**src/core/bdper_pkg.sv**
```systemverilog
// Package: constants and types of the data parity error report block
package bdper_pkg;

	// Register byte offsets
	localparam logic [7:0] BDPER_CTRL_OFS   = 8'h00;
	localparam logic [7:0] BDPER_STATUS_OFS = 8'h04;
	localparam logic [7:0] BDPER_MASK_OFS   = 8'h08;
	localparam logic [7:0] BDPER_LOG_OFS    = 8'h0c;

	// Control fields
	localparam int BDPER_CTRL_W      = 2;
	localparam int BDPER_CTRL_PRI_EN = 0;
	localparam int BDPER_CTRL_SEC_EN = 1;
	localparam logic [1:0] BDPER_CTRL_RST = 2'h0;

	// Status and mask fields
	localparam int BDPER_NSTAT       = 4;
	localparam int BDPER_ST_SEC_DET  = 0;
	localparam int BDPER_ST_PRI_MDPE = 1;
	localparam int BDPER_ST_SEC_MDPE = 2;
	localparam int BDPER_ST_PERR     = 3;
	localparam logic [3:0] BDPER_STATUS_RST = 4'h0;
	localparam logic [3:0] BDPER_MASK_RST   = 4'h0;

	// Cycles from failing data transfer to error pin low
	localparam int BDPER_PERR_DLY = 2;

	// AHB-Lite transfer type bit that marks an active transfer
	localparam int BDPER_HTRANS_ACT = 1;

	// Kind of transaction being reported
	typedef enum logic [1:0] {
		BDPER_READ    = 2'b00,
		BDPER_POSTED  = 2'b01,
		BDPER_DELAYED = 2'b10
	} bdper_kind_t;

	// One data transfer report from the bridge datapath
	typedef struct packed {
		logic        valid;
		bdper_kind_t kind;
		logic        upstream;
		logic        on_sec;
		logic        det;
		logic        cmpl;
	} bdper_xfer_t;

	// Record of the last transfer that set a status bit
	typedef struct packed {
		logic        seen;
		bdper_kind_t kind;
		logic        upstream;
		logic        on_sec;
	} bdper_log_t;

	// AHB-Lite slave request and response
	typedef struct packed {
		logic        hsel;
		logic [31:0] haddr;
		logic [1:0]  htrans;
		logic        hwrite;
		logic [2:0]  hsize;
		logic [31:0] hwdata;
		logic        hready;
	} bdper_ahb_req_t;

	typedef struct packed {
		logic [31:0] hrdata;
		logic        hreadyout;
		logic        hresp;
	} bdper_ahb_rsp_t;

endpackage : bdper_pkg

```
**src/core/bdper_perr_drv.sv**
```systemverilog
// Module: delayed driver of the primary parity error pin
`timescale 1ns/100ps
module bdper_perr_drv (
	input  wire logic hclk,
	input  wire logic hresetn,
	input  wire logic fire,
	output logic      pin_out,
	output logic      pin_oe_n
);
	import bdper_pkg::*;

	typedef struct packed {
		logic [BDPER_PERR_DLY-1:0] pipe;
		logic                      tail;
	} bdper_drv_st_t;

	bdper_drv_st_t st;
	bdper_drv_st_t next_st;

	// Shift each report toward the pin; the last low beat of a run is followed by a high one
	always_comb begin
		next_st      = st;
		next_st.pipe = {st.pipe[BDPER_PERR_DLY-2:0], fire};
		next_st.tail = st.pipe[BDPER_PERR_DLY-1];
	end

	always_ff @(posedge hclk or negedge hresetn) begin
		if (!hresetn) begin
			st <= '0;
		end else begin
			st <= next_st;
		end
	end

	// Pin low on the delayed beat, driven high one beat more, then released
	always_comb begin
		pin_out  = ~st.pipe[BDPER_PERR_DLY-1];
		pin_oe_n = ~(st.pipe[BDPER_PERR_DLY-1] | st.tail);
	end
endmodule : bdper_perr_drv

```
**src/core/bdper_top.sv**
```systemverilog
// Module: data parity error status, pin reporting and AHB-Lite registers
//
// Chosen here: the address map and the AHB-Lite interface to the registers.
`timescale 1ns/100ps
module bdper_top (
	input  wire logic                      hclk,
	input  wire logic                      hresetn,
	input  wire bdper_pkg::bdper_ahb_req_t ahb_req,
	output bdper_pkg::bdper_ahb_rsp_t      ahb_rsp,
	input  wire bdper_pkg::bdper_xfer_t    xfer,
	input  wire logic                      primary_parity_err_n_in,
	input  wire logic                      secondary_parity_err_n_in,
	output logic                           primary_parity_err_n_out,
	output logic                           primary_parity_err_n_oe_n,
	output logic                           irq
);
	import bdper_pkg::*;

	// Whole register state of the block
	typedef struct packed {
		logic [BDPER_CTRL_W-1:0] ctrl;
		logic [BDPER_NSTAT-1:0]  status;
		logic [BDPER_NSTAT-1:0]  mask;
		bdper_log_t              log;
		logic                    irq;
		logic                    wr_pend;
		logic [7:0]              waddr;
		logic [31:0]             rdata;
	} bdper_state_t;

	bdper_state_t st;
	bdper_state_t next_st;

	logic                   pri_en;
	logic                   sec_en;
	logic                   is_rd;
	logic                   is_wr;
	logic                   is_dly;
	logic                   on_pri;
	logic                   on_sec;
	logic                   ppin_low;
	logic                   spin_low;
	logic                   fire_perr;
	logic                   perr_own;
	logic                   perr_cmpl;
	logic                   take;
	logic [BDPER_NSTAT-1:0] set_v;
	logic [BDPER_NSTAT-1:0] clr_v;
	logic [31:0]            rd_word;

	// Qualify the transfer report and the enables
	always_comb begin
		pri_en   = st.ctrl[BDPER_CTRL_PRI_EN];
		sec_en   = st.ctrl[BDPER_CTRL_SEC_EN];
		is_rd    = xfer.kind == BDPER_READ;
		is_dly   = xfer.kind == BDPER_DELAYED;
		is_wr    = (xfer.kind == BDPER_POSTED) | is_dly;
		on_pri   = xfer.valid & ~xfer.on_sec;
		on_sec   = xfer.valid & xfer.on_sec;
		ppin_low = ~primary_parity_err_n_in;
		spin_low = ~secondary_parity_err_n_in;
	end

	// Decide which status bits this transfer sets
	always_comb begin
		set_v = '0;
		// Own secondary error on read down or write up, enables ignored
		set_v[BDPER_ST_SEC_DET] = on_sec & xfer.det
			& ((is_rd & ~xfer.upstream) | (is_wr & xfer.upstream));
		// Bridge is primary master only for upstream traffic
		set_v[BDPER_ST_PRI_MDPE] = on_pri & xfer.upstream
			& pri_en
			& (is_rd | is_wr)
			& (xfer.det | ppin_low);
		// Bridge is secondary master only for downstream traffic
		set_v[BDPER_ST_SEC_MDPE] = on_sec & ~xfer.upstream
			& sec_en
			& (is_rd | is_wr)
			& (xfer.det | spin_low);
		set_v[BDPER_ST_PERR] = fire_perr;
	end

	// Decide whether the primary error pin is to be asserted
	always_comb begin
		// Write target or read initiator on the primary bus
		perr_own = on_pri & xfer.det
			& ((is_rd & xfer.upstream) | (is_wr & ~xfer.upstream));
		// Target reported error while completing a downstream delayed write
		perr_cmpl = on_sec & is_dly & ~xfer.upstream & xfer.cmpl
			& spin_low & sec_en;
		fire_perr = pri_en & (perr_own | perr_cmpl);
	end

	// Bus handshake and write-one-to-clear mask
	always_comb begin
		take  = ahb_req.hsel & ahb_req.hready & ahb_req.htrans[BDPER_HTRANS_ACT];
		clr_v = '0;
		if (st.wr_pend && st.waddr == BDPER_STATUS_OFS) begin
			clr_v = ahb_req.hwdata[BDPER_NSTAT-1:0];
		end
	end

	// Next state of all registers
	always_comb begin
		next_st = st;
		rd_word = '0;
		// Data phase of a write lands in the register
		if (st.wr_pend) begin
			case (st.waddr)
				BDPER_CTRL_OFS: begin
					next_st.ctrl = ahb_req.hwdata[BDPER_CTRL_W-1:0];
				end
				BDPER_MASK_OFS: begin
					next_st.mask = ahb_req.hwdata[BDPER_NSTAT-1:0];
				end
				BDPER_LOG_OFS: begin
					next_st.log = '0;
				end
				default: begin
					next_st.ctrl = st.ctrl;
				end
			endcase
		end
		// Sticky status: a new event wins over a clear in the same cycle
		for (int i = 0; i < BDPER_NSTAT; i++) begin
			next_st.status[i] = set_v[i] | (st.status[i] & ~clr_v[i]);
		end
		// Record the transfer behind the latest event
		if (|set_v) begin
			next_st.log.seen     = 1'b1;
			next_st.log.kind     = xfer.kind;
			next_st.log.upstream = xfer.upstream;
			next_st.log.on_sec   = xfer.on_sec;
		end
		next_st.irq = |(next_st.status & next_st.mask);
		// Latch the address phase
		next_st.wr_pend = take & ahb_req.hwrite;
		next_st.waddr   = ahb_req.haddr[7:0];
		// Read mux sees the values after any write in its data phase
		case (ahb_req.haddr[7:0])
			BDPER_CTRL_OFS: begin
				rd_word[BDPER_CTRL_W-1:0] = next_st.ctrl;
			end
			BDPER_STATUS_OFS: begin
				rd_word[BDPER_NSTAT-1:0] = next_st.status;
			end
			BDPER_MASK_OFS: begin
				rd_word[BDPER_NSTAT-1:0] = next_st.mask;
			end
			BDPER_LOG_OFS: begin
				rd_word[$bits(bdper_log_t)-1:0] = next_st.log;
			end
			default: begin
				rd_word = '0;
			end
		endcase
		// Read data is taken only from the register fields, so no loop through rdata
		next_st.rdata = '0;
		if (take && !ahb_req.hwrite) begin
			next_st.rdata = rd_word;
		end
	end

	// State register
	always_ff @(posedge hclk or negedge hresetn) begin
		if (!hresetn) begin
			st        <= '0;
			st.ctrl   <= BDPER_CTRL_RST;
			st.status <= BDPER_STATUS_RST;
			st.mask   <= BDPER_MASK_RST;
		end else begin
			st <= next_st;
		end
	end

	// Pin driver with the fixed report delay
	bdper_perr_drv u_perr_drv (
		.hclk     (hclk),
		.hresetn  (hresetn),
		.fire     (fire_perr),
		.pin_out  (primary_parity_err_n_out),
		.pin_oe_n (primary_parity_err_n_oe_n)
	);

	// Zero wait state slave, always OKAY
	always_comb begin
		ahb_rsp.hrdata    = st.rdata;
		ahb_rsp.hreadyout = 1'b1;
		ahb_rsp.hresp     = 1'b0;
		irq               = st.irq;
	end
endmodule : bdper_top

```
**config.mk**
```make
export PLATFORM = sky130hd
export DESIGN_NAME = bdper_top
export DESIGN_NICKNAME = d
export VERILOG_FILES = /design/src/core/bdper_pkg.sv /design/src/core/bdper_perr_drv.sv /design/src/core/bdper_top.sv
export SDC_FILE = /design/constraint.sdc
export NUM_CORES = 1
export LEC_CHECK = 0
export BUFFER_PORTS_ARGS = -buffer_cell sky130_fd_sc_hd__buf_2
export CORE_MARGIN = 3
export CORE_UTILIZATION = 38
export DETAILED_ROUTE_END_ITERATION = 8
export PLACE_DENSITY = 0.87
export SLEW_MARGIN = 20
export SYNTH_ARGS = -nofsm -noshare
export SYNTH_HDL_FRONTEND = slang
export SYNTH_SLANG_ARGS = --single-unit
```
**constraint.sdc**
```tcl
create_clock -name hclk -period 2.1 [get_ports hclk]
set_clock_uncertainty 0.05 [all_clocks]
set_input_delay 0 -clock hclk [delete_from_list [all_inputs] [get_ports hclk]]
set_output_delay 0 -clock hclk [all_outputs]
set_load 0.02 [all_outputs]
```
* After elaboration in Yosys (flattened, before gate mapping)
Cells that the tools add are included.
** Storage, ports and cells
- Register bits after elaboration :: 60
- Bits of input ports :: 83
- Bits in latches :: 0
- Memory bits (read-only) :: 0
- Output and inout bits :: 37
- Logic and storage cells :: 94
- Memory bits (writable) :: 0
- Memories kept :: 0
** Operators by class
- Equal/unequal tests :: 8
- Bitwise operators :: 54
- Reduce and logical (&&, ||, !) cells :: 8
- Mux-type cells :: 11
- Divide/modulo/power cells :: 0
- Shift-type cells :: 0
- Multiply operators :: 0
- Add/sub/neg operators :: 0
- $lt $le $gt $ge :: 0
** Operators with widths (count)
- $eq A8 B4 Y1 const B :: 4
- $and A1 B1 Y1 :: 31
- $eq A8 B3 Y1 const B :: 2
- $logic_not A8 Y1 :: 2
- $mux W5 :: 3
- $or A1 B1 Y1 :: 12
- $not A1 Y1 :: 10
- $mux W9 :: 1
- $mux W4 :: 2
- $pmux W2 S4 :: 1
- $reduce_or A4 Y1 :: 2
- $pmux W2 S3 :: 1
- $and A4 B4 Y4 :: 1
- $mux W2 :: 2
- $eq A2 B1 Y1 const B :: 1
- $eq A2 B2 Y1 const B :: 1
- $logic_and A1 B1 Y1 :: 2
- $logic_not A2 Y1 :: 1
- $logic_not A1 Y1 :: 1
- $mux W1 :: 1

* Depth between registers and ports, before layout
- Depth in word-level cells :: 12
- Mapped depth :: 7

* Cells and area by module
Synthesis repeated with hierarchy kept, for this count alone.
** Second synthesis, totals
- Cell total of the unflattened synthesis :: 181
- Area total of the unflattened synthesis :: 1805.5 sq um
** Modules (own cells, without submodules)
- bdper_top :: seq. area each 750.7 sq um, area an instance 1722.9 sq um, times used 1, cells an instance 176
- bdper_perr_drv :: seq. area each 75.1 sq um, area an instance 82.6 sq um, times used 1, cells an instance 5

* Worst setup path after synthesis
OpenSTA, ideal clock, no wires.
- Path type :: reg2reg
- Start :: register st[36] in the netlist's numbering
- End :: register st (netlist bit irq)
- Data required time :: 1.926 ns
- Setup time :: 0.124 ns
- Slack :: 0.150 ns
- Path buffers :: 0
- Arrival :: 1.776 ns
- Stages on the path, launching flop included :: 6
- Clock period less this slack :: 1.950 ns
- Cells stage by stage :: dfrtp_1 -> nor4b_4 -> nand4b_4 -> mux2_2 -> a22o_1 -> a211o_1
** RTL lines
- start, declared :: RTL line bdper_top.sv:31 : bdper_state_t st;
- start signal, assigned :: RTL line bdper_top.sv:172 : st <= next_st;

==> reports/metrics.yaml <==
wl_per_cell_um: 12.8
htreeDepth: 2
ys_seq_area_frac: 0.446
final_max_slew_viol_count: 0
grt_pass1_wl_um: 5950
synth_compound_area_frac: 0.107
muxShareOfSynthArea: 0.0736
cts-root-buf: "clkbuf_8"
synthXorXnorAreaFrac: 0.00473
drc: 0
firstDrtPassIters: 4
row_count: 24
synth_edf_count: 0
finalHoldViolCount: 1
critPathKind: "reg2reg"
gp_congestion: 0.886
r2r_slack_ns: 0.05
vias: 1432
portBuffers: 34
clock_sinks: 33
grt_pass1_vias: 1315
antenna_found_initial: 0
routed_wl_um: 3820
setup_viol_count_final: 0
ios: 120
grt_max_degree: 34
tightest_slew_ns: 0.737
die_h_um: 75.8
synth_top_family_by_area: "simple AND/OR/NAND/NOR gates"
fmax_mhz: 489
period_share: 0.975
clkTransAtPathRegs_ns: 0.07
yosys.area_share.simple: 0.178
layout_common_cells: "buf_2 (34), dfrtp_1 (33), conb_1 (29)"
diodes: 0
antenna_left: 0
postSynth.asyncResetShare: 1.00
ys_warn_count: 0
clockBufferDepth: 2
yosys-top-cells-area: "dfrtp_1 (45%), buf_4 (14%), mux2i_1 (4.3%), mux2_2 (3.0%), inv_1 (2.4%)"
numCtsBuffers: 5
cts_tree: "done"
vias_per_cell: 4.79
leakagePower_nw: 1.17
synth-seq-cells: 33
design.die.area_um2: 5750
synthAdderAreaFrac: 0.0203
grt_use_total: 0.139
total_power_w: 0.00154
syn-cell-area_um2: 1850
violations: "hold timing"
cap_violations: 0
fp.coreArea_um2: 4530
initial_core_util: 0.409
slew_headroom: 0.509
nets: 319
hold_path_class: "in2reg"
ir_drop_v: 0.000404
worstPathMaxFanout: 4
synth.avg_cell_area_um2: 10.5
first_iter_violations: 72
cp.arrival_ns: 2.16
synth_top_area_cell: "dfrtp_1"
syn2layout_area_growth_pct: 24.1
status: "finished with violations"
insertion_delay_ns: 0.29
final_common_cell: "buf_2"
crit_path_start_kind: "flip-flop"
synthCells: 176
end_kind: "flip-flop"
post-route-min-period_ns: 2.05
yosys.area.top_type_share: 0.446
place_hpwl_um: 2810
grt_remaining_overflow: 0
hold_ws_ns: -0.00597
synth_ff_type: "dfrtp_1"
drive_gt1_frac: 0.278
ys_types: 43
die_x_um: 75.8
required_ns: 2.21
cellPowerDensity_nw_per_um2: 671
-- path summary, 6_finish.rpt --
path                                  startpoint  depth (start not counted)                    end
max in group asynchronous                hresetn                          2             ahb_rsp[2]
max reg2reg                               st[36]                          5             ahb_rsp[2]
min reg2reg                u_perr_drv.next_st[2]                          0  u_perr_drv.next_st[0]
max                                       st[36]                          5             ahb_rsp[2]
min in group asynchronous                hresetn                          2                 sec_en
min                                      xfer[3]                          3                 st[43]
-- routing by layer --
layer / share of wire / GRT usage / up-vias
met1: 0.40 / 0.174 / 673
met5: 0 / 0 / -
met4: 0.033 / 0.0718 / 0
met2: 0.48 / 0.219 / 81
met3: 0.086 / 0.0383 / 17
li1: - / - / 661
-- worst max-delay path: stages, from the launching register on --
cell and delay (ns):
dfrtp_1 0.41, or4b_1 0.62, nor3b_4 0.28, mux2i_1 0.11
and3_1 0.17, a221o_1 0.27
-- flip-flops by register name, summed over array words and instances, names as in the netlist --
signal and flops:
pri_en 1, ahb_rsp 5, u_perr_drv.st 1, irq 1, u_perr_drv.next_st 2, st 22, sec_en 1
-- logic make-up (layout without fill, tap and decap cells) --
| group | after synthesis | in the layout |
|---|---|---|
| buffers and inverters | 48 | 79 |
| AO/OA/AOI/OAI | 22 | 22 |
| flip-flops | 33 | 33 |
| adder cells (fa/ha/maj) | 3 | 3 |
| AND/OR/NAND/NOR | 54 | 54 |
| other | 2 | 29 |
| multiplexers | 13 | 13 |
| XOR/XNOR | 1 | 1 |
-- power by group --
group / internal [W] / switching, W
clock: 0.000387 / 0.000229
combinational: 0.0000917 / 0.000140
sequential: 0.000675 / 0.0000202
total: 0.00115 / 0.000389
-- cells in the mapped netlist (all sizes together) (2+ instances only) --
master and number:
clkbuf 2, a2111oi 2, a21oi 5, and3 3
inv 12, dfrtp 33, and2 5, ha 3
nand3 5, nand4 5, buf 34, nand4b 2
a211oi 2, conb 2, nor3 5, mux2i 8
o221a 2, o22ai 2, mux2 5, nor2 8
nand2 12
-- what timing repair did --
action,in CTS,in global routing
hold buffers,17,0
resized for setup,0,2
setup endpoints to repair,0,2
setup buffers,0,1
endpoints found under the hold margin,51,0
-- cell type report --
class,count,area (um^2)
multi-input combinational,122,831
inverter,12,45.0
tap,65,81.3
fill,411,2230
sequential,33,826
timing repair buffer,59,400
clock buffer,7,86.3
clock inverter,1,30.0
-- through the flow --
stage | utilization | cells | instance area [um^2] | setup TNS (ns) | setup slack (ns)
2_1_floorplan | - | 203 | 1950 | 0 | 0.150
3_3_place_gp | 0.440 | 273 | 2000 | 0 | 0.0953
3_5_place_dp | 0.440 | 273 | 2000 | 0 | 0.0791
4_1_cts | 0.503 | 298 | 2280 | 0 | 0.0585
5_1_grt | 0.507 | 299 | 2300 | -0.0391 | -0.0280
6_report | 0.507 | 299 | 2300 | 0 | 0.0531
Power figures use the tool's default switching activity.
